===== src/design/flash_pkg.sv =====
package flash_pkg;

	// Bus and array geometry
	localparam int PADDR_W   = 8;
	localparam int FA_W      = 14;
	localparam int PAGE_LSB  = 6;
	localparam int WORD_W    = 16;
	localparam int BUF_AW    = 6;
	localparam int BUF_DEPTH = 64;
	localparam int IDX_W     = 7;
	localparam int TMR_W     = 17;

	// Timing: operation and read cycle counts derived from the time and the clock period
	localparam int CLK_PERIOD_NS = 40;
	localparam int OP_TIME_NS    = 2_200_000;
	localparam int OP_CYCLES     = OP_TIME_NS / CLK_PERIOD_NS;
	localparam int READ_TIME_NS  = 160;
	localparam int READ_CYCLES   = READ_TIME_NS / CLK_PERIOD_NS;
	localparam int UNLOCK_CYCLES = 256;

	// Register word index; byte address is index times four
	localparam logic [3:0] IDX_FLASH_ADDRESS_LOW = 4'h0;
	localparam logic [3:0] IDX_FLASH_ADDRESS_HIGH = 4'h1;
	localparam logic [3:0] IDX_FIRST_DATA_LOW = 4'h2;
	localparam logic [3:0] IDX_FIRST_DATA_HIGH = 4'h3;
	localparam logic [3:0] IDX_SECOND_DATA_LOW = 4'h4;
	localparam logic [3:0] IDX_SECOND_DATA_HIGH = 4'h5;
	localparam logic [3:0] IDX_THIRD_DATA_LOW = 4'h6;
	localparam logic [3:0] IDX_THIRD_DATA_HIGH = 4'h7;
	localparam logic [3:0] IDX_FOURTH_DATA_LOW = 4'h8;
	localparam logic [3:0] IDX_FOURTH_DATA_HIGH = 4'h9;
	localparam logic [3:0] IDX_FC0  = 4'ha;
	localparam logic [3:0] IDX_FC1  = 4'hb;
	localparam logic [3:0] IDX_FC2  = 4'hc;

	// Main control and buffer clear register fields
	localparam int FC0_ERASE_WRITE_ENABLED_FLAG   = 7;
	localparam int FC0_MODE_LO = 4;
	localparam int FC0_UNLOCK_SEQUENCE_TRIGGER   = 3;
	localparam int FC0_FWT     = 2;
	localparam int FC0_READ_ENABLE_BIT   = 1;
	localparam int FC0_FRD     = 0;
	localparam int FC2_BUFFER_CLEAR_BIT    = 0;

	// Operation mode codes
	localparam logic [2:0] MODE_WRITE  = 3'h0;
	localparam logic [2:0] MODE_ERASE  = 3'h1;
	localparam logic [2:0] MODE_READ   = 3'h3;
	localparam logic [2:0] MODE_UNLOCK = 3'h6;

	// Unlock bytes and chip reset key
	localparam logic [7:0] KEY_SECOND_DATA_LOW  = 8'h00;
	localparam logic [7:0] KEY_THIRD_DATA_LOW  = 8'h0d;
	localparam logic [7:0] KEY_FOURTH_DATA_LOW  = 8'hc3;
	localparam logic [7:0] KEY_SECOND_DATA_HIGH  = 8'h04;
	localparam logic [7:0] KEY_THIRD_DATA_HIGH  = 8'h09;
	localparam logic [7:0] KEY_FOURTH_DATA_HIGH  = 8'h40;
	localparam logic [7:0] RESET_KEY = 8'h55;

	typedef enum logic [2:0] {
		ST_IDLE    = 3'b000,
		ST_ERASE   = 3'b001,
		ST_WAIT_ER = 3'b010,
		ST_WRITE   = 3'b011,
		ST_WAIT_WR = 3'b100,
		ST_CLEAR   = 3'b101,
		ST_READ    = 3'b110,
		ST_WAIT_RD = 3'b111
	} seq_state_t;

endpackage


===== src/design/buffer_port_if.sv =====
interface buffer_port_if #(
	parameter int AW = flash_pkg::BUF_AW,
	parameter int DW = flash_pkg::WORD_W
);
	logic          we;
	logic [AW-1:0] waddr;
	logic [DW-1:0] wdata;
	logic [AW-1:0] raddr;
	logic [DW-1:0] rdata;

	modport ctl (output we, output waddr, output wdata, output raddr, input rdata);
	modport mem (input we, input waddr, input wdata, input raddr, output rdata);
endinterface


===== src/design/countdown_timer.sv =====
module countdown_timer #(
	parameter int W = flash_pkg::TMR_W
) (
	// Clock and reset
	input  wire logic         pclk,
	input  wire logic         presetn,
	input  wire logic         ce,
	// Control
	input  wire logic         load,
	input  wire logic [W-1:0] value,
	output logic              expired
);
	typedef struct packed {
		logic [W-1:0] cnt;
		logic         run;
		logic         done;
	} tmr_state_t;

	tmr_state_t tmr_ff;
	tmr_state_t nxt_tmr;

	// Value of one expires two cycles after the load
	always_comb begin
		nxt_tmr = tmr_ff;
		nxt_tmr.done = 1'b0;
		if (load) begin
			nxt_tmr.cnt = value;
			nxt_tmr.run = 1'b1;
		end else if (tmr_ff.run) begin
			if (tmr_ff.cnt <= W'(1)) begin
				nxt_tmr.run = 1'b0;
				nxt_tmr.done = 1'b1;
			end else begin
				nxt_tmr.cnt = tmr_ff.cnt - W'(1);
			end
		end
	end

	always_ff @(posedge pclk or negedge presetn) begin
		if (!presetn) begin
			tmr_ff <= '0;
		end else if (ce) begin
			tmr_ff <= nxt_tmr;
		end
	end

	assign expired = tmr_ff.done;
endmodule


===== src/design/flash_self_program_control.sv =====
//Behaviour
//- Erase/write enabled flag is set only by hardware; software writing one is ignored.
//- Software clearing the enabled flag disables flash erase and write.
//- Mode field: 000 write, 001 page erase, 011 read, 110 unlock; others reserved.
//- Erase or write proceeds only after the unlock has succeeded.
//- Setting the unlock trigger starts a timer; hardware clears the trigger at expiry.
//- Write-start launches a flash write; hardware clears it when finished.
//- Read-enable must be high for any read; low blocks reads.
//- Read-start launches a flash read; hardware clears it when done.
//- CPU is halted while a read, erase or write is in progress.
//- Writing 55h to the chip reset pattern register resets the whole chip.
//- Buffer-clear bit starts clearing the write buffer; hardware drops it when done.
//- Upper seven bits of the buffer clear control register read zero.
//- Erased locations read 0000h; software blank-checks and repeats erase if needed.
//- Fourth data pair holds the fourth word, low and high byte, reset zero.
//- Unlock needs 00,0D,C3 in low and 04,09,40 in high data registers two to four.
//- Writing first data high loads the 16-bit word and increments the address.
//- Buffer holds 64 words; address increment stops at the page's last word.
//- Every write process ends with the whole write buffer cleared.
module flash_self_program_control #(
	parameter int OP_CYCLES     = flash_pkg::OP_CYCLES,
	parameter int READ_CYCLES   = flash_pkg::READ_CYCLES,
	parameter int UNLOCK_CYCLES = flash_pkg::UNLOCK_CYCLES
) (
	// Clock, reset, enable
	input  wire logic                         pclk,
	input  wire logic                         presetn,
	input  wire logic                         ce,
	// APB slave
	input  wire logic                         psel,
	input  wire logic                         penable,
	input  wire logic                         pwrite,
	input  wire logic [flash_pkg::PADDR_W-1:0] paddr,
	input  wire logic [31:0]                  pwdata,
	output logic      [31:0]                  prdata,
	output logic                              pready,
	output logic                              pslverr,
	// Flash array port
	output logic      [flash_pkg::FA_W-1:0]   flash_addr,
	output logic      [flash_pkg::WORD_W-1:0] flash_wdata,
	output logic                              flash_prog,
	output logic                              flash_erase,
	output logic                              flash_read,
	input  wire logic [flash_pkg::WORD_W-1:0] flash_rdata,
	// System
	output logic                              cpu_stall,
	output logic                              chip_reset
);
	typedef struct packed {
		logic [flash_pkg::FA_W-1:0]                          addr;
		logic [flash_pkg::IDX_FOURTH_DATA_HIGH:flash_pkg::IDX_FIRST_DATA_LOW][7:0] fd;
		logic [7:0]                                          fc1;
		logic                                                erase_write_enabled_flag;
		logic [2:0]                                          mode;
		logic                                                unlock_sequence_trigger;
		logic                                                write_start_bit;
		logic                                                read_enable_bit;
		logic                                                read_start_bit;
		logic                                                buffer_clear_bit;
		flash_pkg::seq_state_t                               st;
		logic [flash_pkg::IDX_W-1:0]                         idx;
		logic                                                pready;
		logic [31:0]                                         prdata;
		logic                                                pslverr;
		logic                                                stall;
		logic                                                chip_rst;
		logic [flash_pkg::FA_W-1:0]                          fl_addr;
		logic [flash_pkg::WORD_W-1:0]                        fl_wdata;
		logic                                                fl_prog;
		logic                                                fl_erase;
		logic                                                fl_read;
	} ctl_state_t;

	ctl_state_t ctl_ff;
	ctl_state_t nxt_ctl;

	logic                         unlock_load;
	logic                         unlock_exp;
	logic                         op_load;
	logic [flash_pkg::TMR_W-1:0]  op_value;
	logic                         op_exp;
	logic                         setup;
	logic                         access;
	logic                         hit;
	logic [3:0]                   ridx;
	logic [2:0]                   wmode;
	logic [flash_pkg::BUF_AW-1:0] page_off;

	buffer_port_if bp ();

	write_buffer_mem u_buf (
		.pclk    (pclk),
		.presetn (presetn),
		.ce      (ce),
		.bp      (bp.mem)
	);

	countdown_timer #(.W(flash_pkg::TMR_W)) u_unlock_tmr (
		.pclk    (pclk),
		.presetn (presetn),
		.ce      (ce),
		.load    (unlock_load),
		.value   (flash_pkg::TMR_W'(UNLOCK_CYCLES)),
		.expired (unlock_exp)
	);

	countdown_timer #(.W(flash_pkg::TMR_W)) u_op_tmr (
		.pclk    (pclk),
		.presetn (presetn),
		.ce      (ce),
		.load    (op_load),
		.value   (op_value),
		.expired (op_exp)
	);

	// Word-aligned decode; returns {hit, index}
	function automatic logic [4:0] decode(input logic [flash_pkg::PADDR_W-1:0] a);
		logic [3:0] i;
		i = a[5:2];
		decode = {(a[1:0] == 2'h0) && (a[flash_pkg::PADDR_W-1:6] == '0)
			&& (i <= flash_pkg::IDX_FC2), i};
	endfunction

	function automatic logic [7:0] reg_value(input ctl_state_t c, input logic [3:0] i);
		case (i)
			flash_pkg::IDX_FLASH_ADDRESS_LOW: reg_value = c.addr[7:0];
			flash_pkg::IDX_FLASH_ADDRESS_HIGH: reg_value = {2'h0, c.addr[flash_pkg::FA_W-1:8]};
			flash_pkg::IDX_FC0:  reg_value = {c.erase_write_enabled_flag, c.mode, c.unlock_sequence_trigger, c.write_start_bit, c.read_enable_bit, c.read_start_bit};
			flash_pkg::IDX_FC1:  reg_value = c.fc1;
			flash_pkg::IDX_FC2:  reg_value = {7'h00, c.buffer_clear_bit};
			default:             reg_value = c.fd[i];
		endcase
	endfunction

	function automatic logic key_ok(input ctl_state_t c);
		key_ok = (c.fd[flash_pkg::IDX_SECOND_DATA_LOW] == flash_pkg::KEY_SECOND_DATA_LOW)
			&& (c.fd[flash_pkg::IDX_THIRD_DATA_LOW] == flash_pkg::KEY_THIRD_DATA_LOW)
			&& (c.fd[flash_pkg::IDX_FOURTH_DATA_LOW] == flash_pkg::KEY_FOURTH_DATA_LOW)
			&& (c.fd[flash_pkg::IDX_SECOND_DATA_HIGH] == flash_pkg::KEY_SECOND_DATA_HIGH)
			&& (c.fd[flash_pkg::IDX_THIRD_DATA_HIGH] == flash_pkg::KEY_THIRD_DATA_HIGH)
			&& (c.fd[flash_pkg::IDX_FOURTH_DATA_HIGH] == flash_pkg::KEY_FOURTH_DATA_HIGH);
	endfunction

	always_comb begin
		nxt_ctl = ctl_ff;
		nxt_ctl.fl_prog = 1'b0;
		nxt_ctl.fl_erase = 1'b0;
		nxt_ctl.fl_read = 1'b0;
		nxt_ctl.chip_rst = 1'b0;
		unlock_load = 1'b0;
		op_load = 1'b0;
		op_value = flash_pkg::TMR_W'(OP_CYCLES);
		bp.we = 1'b0;
		bp.waddr = ctl_ff.addr[flash_pkg::BUF_AW-1:0];
		bp.wdata = {pwdata[7:0], ctl_ff.fd[flash_pkg::IDX_FIRST_DATA_LOW]};
		bp.raddr = ctl_ff.idx[flash_pkg::BUF_AW-1:0];
		page_off = ctl_ff.addr[flash_pkg::BUF_AW-1:0];
		wmode = pwdata[flash_pkg::FC0_MODE_LO +: 3];
		{hit, ridx} = decode(paddr);

		// One wait state: answer on the second access cycle
		setup = psel && penable && !ctl_ff.pready;
		access = psel && penable && ctl_ff.pready;
		nxt_ctl.pready = setup;
		if (setup) begin
			nxt_ctl.prdata = hit ? {24'h000000, reg_value(ctl_ff, ridx)} : 32'h00000000;
			nxt_ctl.pslverr = !hit;
		end

		if (access && pwrite && hit) begin
			case (ridx)
				flash_pkg::IDX_FLASH_ADDRESS_LOW: nxt_ctl.addr[7:0] = pwdata[7:0];
				flash_pkg::IDX_FLASH_ADDRESS_HIGH: nxt_ctl.addr[flash_pkg::FA_W-1:8] = pwdata[5:0];
				flash_pkg::IDX_FIRST_DATA_HIGH: begin
					nxt_ctl.fd[ridx] = pwdata[7:0];
					// Filling only while idle keeps the clear walk sole owner of the port
					if (ctl_ff.erase_write_enabled_flag && ctl_ff.st == flash_pkg::ST_IDLE) begin
						bp.we = 1'b1;
						if (page_off != flash_pkg::BUF_AW'(flash_pkg::BUF_DEPTH - 1)) begin
							nxt_ctl.addr = ctl_ff.addr + flash_pkg::FA_W'(1);
						end
					end
				end
				flash_pkg::IDX_FC0: begin
					nxt_ctl.mode = wmode;
					nxt_ctl.read_enable_bit = pwdata[flash_pkg::FC0_READ_ENABLE_BIT];
					if (!pwdata[flash_pkg::FC0_ERASE_WRITE_ENABLED_FLAG]) begin
						nxt_ctl.erase_write_enabled_flag = 1'b0;
					end
					if (pwdata[flash_pkg::FC0_UNLOCK_SEQUENCE_TRIGGER] && !ctl_ff.unlock_sequence_trigger
						&& wmode == flash_pkg::MODE_UNLOCK) begin
						nxt_ctl.unlock_sequence_trigger = 1'b1;
						unlock_load = 1'b1;
					end
					// Reserved modes and all-three writes start nothing; a cleared enabled flag blocks erase and write but not read
					if (ctl_ff.st == flash_pkg::ST_IDLE && !(pwdata[flash_pkg::FC0_FWT]
						&& pwdata[flash_pkg::FC0_READ_ENABLE_BIT] && pwdata[flash_pkg::FC0_FRD])) begin
						if (pwdata[flash_pkg::FC0_FWT] && ctl_ff.erase_write_enabled_flag
							&& wmode == flash_pkg::MODE_WRITE) begin
							nxt_ctl.write_start_bit = 1'b1;
							nxt_ctl.stall = 1'b1;
							nxt_ctl.idx = '0;
							nxt_ctl.st = flash_pkg::ST_WRITE;
						end else if (pwdata[flash_pkg::FC0_FWT] && ctl_ff.erase_write_enabled_flag
							&& wmode == flash_pkg::MODE_ERASE) begin
							nxt_ctl.write_start_bit = 1'b1;
							nxt_ctl.stall = 1'b1;
							nxt_ctl.st = flash_pkg::ST_ERASE;
						end else if (pwdata[flash_pkg::FC0_FRD] && pwdata[flash_pkg::FC0_READ_ENABLE_BIT]
							&& wmode == flash_pkg::MODE_READ) begin
							nxt_ctl.read_start_bit = 1'b1;
							nxt_ctl.stall = 1'b1;
							nxt_ctl.st = flash_pkg::ST_READ;
						end
					end
				end
				flash_pkg::IDX_FC1: begin
					nxt_ctl.fc1 = pwdata[7:0];
					nxt_ctl.chip_rst = (pwdata[7:0] == flash_pkg::RESET_KEY);
				end
				flash_pkg::IDX_FC2: begin
					if (pwdata[flash_pkg::FC2_BUFFER_CLEAR_BIT] && ctl_ff.st == flash_pkg::ST_IDLE) begin
						nxt_ctl.buffer_clear_bit = 1'b1;
						nxt_ctl.idx = '0;
						nxt_ctl.st = flash_pkg::ST_CLEAR;
					end
				end
				default: nxt_ctl.fd[ridx] = pwdata[7:0];
			endcase
		end

		case (ctl_ff.st)
			flash_pkg::ST_IDLE: begin
				// Keep the state chosen by a start request in this cycle
				nxt_ctl.st = nxt_ctl.st;
			end
			flash_pkg::ST_ERASE: begin
				// Array erases the addressed page to all zero words
				nxt_ctl.fl_erase = 1'b1;
				nxt_ctl.fl_addr = {ctl_ff.addr[flash_pkg::FA_W-1:flash_pkg::PAGE_LSB],
					flash_pkg::BUF_AW'(0)};
				op_load = 1'b1;
				nxt_ctl.st = flash_pkg::ST_WAIT_ER;
			end
			flash_pkg::ST_WAIT_ER: begin
				if (op_exp) begin
					nxt_ctl.write_start_bit = 1'b0;
					nxt_ctl.stall = 1'b0;
					nxt_ctl.st = flash_pkg::ST_IDLE;
				end
			end
			flash_pkg::ST_WRITE: begin
				// Buffer data lag one cycle behind the read address
				if (ctl_ff.idx != '0) begin
					nxt_ctl.fl_prog = 1'b1;
					nxt_ctl.fl_addr = {ctl_ff.addr[flash_pkg::FA_W-1:flash_pkg::PAGE_LSB],
						ctl_ff.idx[flash_pkg::BUF_AW-1:0] - flash_pkg::BUF_AW'(1)};
					nxt_ctl.fl_wdata = bp.rdata;
				end
				if (ctl_ff.idx == flash_pkg::IDX_W'(flash_pkg::BUF_DEPTH)) begin
					op_load = 1'b1;
					nxt_ctl.st = flash_pkg::ST_WAIT_WR;
				end else begin
					nxt_ctl.idx = ctl_ff.idx + flash_pkg::IDX_W'(1);
				end
			end
			flash_pkg::ST_WAIT_WR: begin
				if (op_exp) begin
					nxt_ctl.idx = '0;
					nxt_ctl.st = flash_pkg::ST_CLEAR;
				end
			end
			flash_pkg::ST_CLEAR: begin
				bp.we = 1'b1;
				bp.waddr = ctl_ff.idx[flash_pkg::BUF_AW-1:0];
				bp.wdata = '0;
				if (ctl_ff.idx == flash_pkg::IDX_W'(flash_pkg::BUF_DEPTH - 1)) begin
					nxt_ctl.write_start_bit = 1'b0;
					nxt_ctl.buffer_clear_bit = 1'b0;
					nxt_ctl.stall = 1'b0;
					nxt_ctl.st = flash_pkg::ST_IDLE;
				end else begin
					nxt_ctl.idx = ctl_ff.idx + flash_pkg::IDX_W'(1);
				end
			end
			flash_pkg::ST_READ: begin
				nxt_ctl.fl_read = 1'b1;
				nxt_ctl.fl_addr = ctl_ff.addr;
				op_value = flash_pkg::TMR_W'(READ_CYCLES);
				op_load = 1'b1;
				nxt_ctl.st = flash_pkg::ST_WAIT_RD;
			end
			flash_pkg::ST_WAIT_RD: begin
				op_value = flash_pkg::TMR_W'(READ_CYCLES);
				if (op_exp) begin
					nxt_ctl.fd[flash_pkg::IDX_FIRST_DATA_LOW] = flash_rdata[7:0];
					nxt_ctl.fd[flash_pkg::IDX_FIRST_DATA_HIGH] = flash_rdata[15:8];
					nxt_ctl.read_start_bit = 1'b0;
					nxt_ctl.stall = 1'b0;
					nxt_ctl.st = flash_pkg::ST_IDLE;
				end
			end
			default: nxt_ctl.st = flash_pkg::ST_IDLE;
		endcase

		// Placed last so the hardware set wins over a software clear
		if (unlock_exp) begin
			nxt_ctl.unlock_sequence_trigger = 1'b0;
			if (key_ok(ctl_ff)) begin
				nxt_ctl.erase_write_enabled_flag = 1'b1;
			end
		end
	end

	always_ff @(posedge pclk or negedge presetn) begin
		if (!presetn) begin
			ctl_ff <= '0;
		end else if (ce) begin
			ctl_ff <= nxt_ctl;
		end
	end

	assign prdata = ctl_ff.prdata;
	assign pready = ctl_ff.pready;
	assign pslverr = ctl_ff.pslverr;
	assign flash_addr = ctl_ff.fl_addr;
	assign flash_wdata = ctl_ff.fl_wdata;
	assign flash_prog = ctl_ff.fl_prog;
	assign flash_erase = ctl_ff.fl_erase;
	assign flash_read = ctl_ff.fl_read;
	assign cpu_stall = ctl_ff.stall;
	assign chip_reset = ctl_ff.chip_rst;
endmodule


===== src/design/write_buffer_mem.sv =====
module write_buffer_mem #(
	parameter int AW    = flash_pkg::BUF_AW,
	parameter int DW    = flash_pkg::WORD_W,
	parameter int DEPTH = flash_pkg::BUF_DEPTH
) (
	// Clock and reset
	input  wire logic      pclk,
	input  wire logic      presetn,
	input  wire logic      ce,
	// Buffer port
	buffer_port_if.mem     bp
);
	typedef struct packed {
		logic [DEPTH-1:0][DW-1:0] word;
		logic [DW-1:0]            rdata;
	} mem_state_t;

	mem_state_t mem_ff;
	mem_state_t nxt_mem;

	always_comb begin
		nxt_mem = mem_ff;
		nxt_mem.rdata = mem_ff.word[bp.raddr];
		if (bp.we) begin
			nxt_mem.word[bp.waddr] = bp.wdata;
		end
	end

	always_ff @(posedge pclk or negedge presetn) begin
		if (!presetn) begin
			mem_ff <= '0;
		end else if (ce) begin
			mem_ff <= nxt_mem;
		end
	end

	assign bp.rdata = mem_ff.rdata;
endmodule


===== config.mk =====
export PLATFORM = sky130hd
export DESIGN_NAME = flash_self_program_control
export DESIGN_NICKNAME = d
export VERILOG_FILES = /design/src/design/flash_pkg.sv /design/src/design/buffer_port_if.sv /design/src/design/countdown_timer.sv /design/src/design/flash_self_program_control.sv /design/src/design/write_buffer_mem.sv
export SDC_FILE = /design/constraint.sdc
export NUM_CORES = 2
export LEC_CHECK = 0
export BUFFER_PORTS_ARGS = -buffer_cell sky130_fd_sc_hd__buf_4
export CORE_ASPECT_RATIO = 1.25
export CORE_MARGIN = 1.5
export CORE_UTILIZATION = 40
export DETAILED_ROUTE_END_ITERATION = 10
export PLACE_DENSITY = 0.54
export SLEW_MARGIN = 40
export SYNTH_ARGS = -nofsm -noshare
export SYNTH_HDL_FRONTEND = slang
export SYNTH_SLANG_ARGS = --single-unit

===== constraint.sdc =====
create_clock -name pclk -period 3.5 [get_ports pclk]
set_input_delay 0.35 -clock pclk [delete_from_list [all_inputs] [get_ports pclk]]
set_output_delay 0.35 -clock pclk [all_outputs]
set_load 0.005 [all_outputs]

==> reports/qor.yml <==
setup_path:
  cp-end-kind: "register"
  required_ns: 4.14
  crit_type: "reg2reg"
  start_kind: "register"
  worst_ep_arrival_time_ns: 3.80
  cp_max_fo: 16
cts:
  cts-root-buf: "clkbuf_16"
  cts_tree: "done"
  insertion_delay_ns: 0.77
  cts_made_buffers: 120
  clock_sinks: 1228
  htreeDepth: 3
  cts_resized: 0
  clockBufferDepth: 3
  cts.clk_slew.worst_paths_ns: 0.06
detailed_routing:
  drt_iter0_markers: 2936
  ant_nets: 0
  met1_length_um: 73900
  dr_wl_met2_um: 83700
  drc: 0
  drt-pass1-iter-count: 5
  wirelength_um: 172000
  wl_per_cell_um: 25.4
  wl_met3_um: 8010
  route.vias.total: 38463
  dr.max_layer_used: "met4"
  via_per_inst: 5.68
sta:
  finClkSkew_ns: 0.0272
  fin_ws_ns: 0.337
  min_period_ns: 3.16
  tns_ns: 0
  slew_viol_final: 0
  rsz0062_at_grt: "false"
  maxSlewHeadroom: 0.414
  fmax_ghz: 0.316
  min_period_over_period: 0.904
  finalHoldViolCount: 0
  setup_viol: 0
  tightest_slew_ns: 0.870
placement:
  place_area_mm2: 0.0598
  globalplace.congestion: 0.860
  dp.cells: 6523
  numPortBuffers: 82
  dpl_worst_slack_ns: 0.318
  hpwlAfterDp_um: 110000
synth:
  synth_commonest_cells: "dfrtp_1, nand2_1, o21ai_0, mux2_2, clkbuf_1"
  synth.top_cell.area_share: 0.545
  ys_warn_count: 0
  synth-edff-count: 0
  async_flop_share: 1.00
  syn_avg_cell_area_um2: 11.8
  yosys-top-cells-area: "dfrtp_1, mux4_2, mux2_2, o21ai_0, nand2_1"
  synth_area_mm2: 0.0564
  netlist-cell-type-count: 86
  yosysMostFrequentCell: "dfrtp_1"
  ys_seq_area_frac: 0.545
  synth_largest_area_cell: "dfrtp_1"
  ys.flop_type: "dfrtp_1"
  synthCells: 4788
  ys_ff_latch: 1228
grt:
  grt_pass1_wl_um: 262000
  grt_max_degree: 125
  first_global_vias: 39077
  antenna_found_initial: 6
  grt_overflow: 0
  grt_use_total: 0.243
floorplan:
  fp.dieH_um: 423
  ios: 131
  core_area_mm2: 0.140
  num_rows: 153
  start_util: 0.404
  die-area_mm2: 0.143
  die_w_um: 339
cells_and_area:
  fill_cells: 12826
  layout-drive-gt1-share: 0.279
  finalNetCount: 4884
  post-route-cell-area_mm2: 0.0641
  synthToLayoutAreaGrowth_pct: 13.7
  fin_cells: 6775
power:
  power_uw: 29700
  p_leak_uw: 0.0288
  ir_worst_vdd_mv: 0.451
  power.density_mw_per_mm2: 464
flow_run:
  maxCapViolations: 0
status:
  status: "complete, no violations"
hold_path:
  hold_path_class: "in2reg"
layout by cell type (no fill, tap or decap), drive strengths merged, types with 36 or more instances in the layout:
cell,Yosys,layout
buf,154,338
nand4,37,37
clkbuf,331,182
mux2i,36,36
a21oi,90,90
nor2,131,131
mux2,493,493
mux4,266,266
nand2,798,798
nand3,40,40
o21ai,697,697
nor3,41,41
dfrtp,1228,1228
a22oi,81,81
worst paths after layout:
| kind | start | to | slack [ns] | cells past startpoint |
|---|---|---|---|---|
| max | ctl_ff[77] | u_buf.mem_ff[945] | 0.34 | 7 |
| min | penable | pready | 0.06 | 4 |
| max in group asynchronous | presetn | u_buf.mem_ff[904] | 2.25 | 3 |
| max reg2reg | ctl_ff[77] | u_buf.mem_ff[945] | 0.34 | 7 |
| min reg2reg | u_buf.mem_ff[842] | u_buf.mem_ff[842] | 0.47 | 2 |
| min in group asynchronous | presetn | u_unlock_tmr.tmr_ff[4] | 0.14 | 2 |
sequential cells by signal, indices dropped and copies added, names as in the netlist, 6 cells and up:
name and flops:
flash_addr 14, u_unlock_tmr.tmr_ff 18, ctl_ff 99, u_buf.mem_ff 1024, u_op_tmr.tmr_ff 18, flash_wdata 16, u_buf.bp.rdata 16, bp.raddr 6
prdata 8
logic make-up (layout without fill, tap and decap cells):
| logic type | count (synthesis) | in the layout | synth area share |
|---|---|---|---|
| simple gates | 1180 | 1180 | 0.0925 |
| other cells | 1 | 29 | 0.0000665 |
| fa+ha+maj | 7 | 7 | 0.00155 |
| xor+xnor | 16 | 16 | 0.00249 |
| compound gates | 1050 | 1050 | 0.107 |
| flops | 1228 | 1228 | 0.545 |
| buf+inv | 511 | 610 | 0.0406 |
| mux | 795 | 795 | 0.211 |
layout make-up:
class / instances / area [µm²] / area share
tap: 1860 / 2330 / 0.0363
inverter: 26 / 97.6 / 0.00152
clock inverter: 35 / 438 / 0.00683
timing repair buffer: 367 / 3350 / 0.0523
sequential: 1228 / 30700 / 0.479
multi-input combinational: 3072 / 23600 / 0.368
antenna: 5 / 12.5 / 0.000195
clock buffer: 182 / 3580 / 0.0558
metrics by stage:
stage / hold WS [ns] / util
final: 0.0590 / 0.459
after global routing: 0.0946 / 0.459
after floorplan: 0.0544 / -
after detailed placement: 0.334 / 0.428
after CTS: 0.0175 / 0.459
after global placement: 0.345 / 0.428
power breakdown:
part	internal, µW	switching [µW]
Combinational	589	1310
Clock	7480	5790
Sequential	14300	217
Total	22400	7320
critical path, stage by stage (launching register included):
cell and delay [ns]:
dfrtp_1 0.39, nand3b_1 0.56, buf_4 0.38, mux2i_1 0.42
and3_1 0.35, and3_1 0.21, buf_4 0.33, mux2_2 0.38
what timing repair did:
action | in CTS | in global routing
hold buffers | 29 | 0
buffers inserted | 0 | 0
hold endpoints to repair | 103 | 0
endpoints found under the setup margin | 0 | 0
metal layers:
layer  vias up  global-route usage
li1      17136                   -
met1     20125               0.326
met2       973               0.405
met3       229              0.0271
met4         0              0.0939
met5         -                   0
No activity file was read; power rests on OpenSTA's default activity.
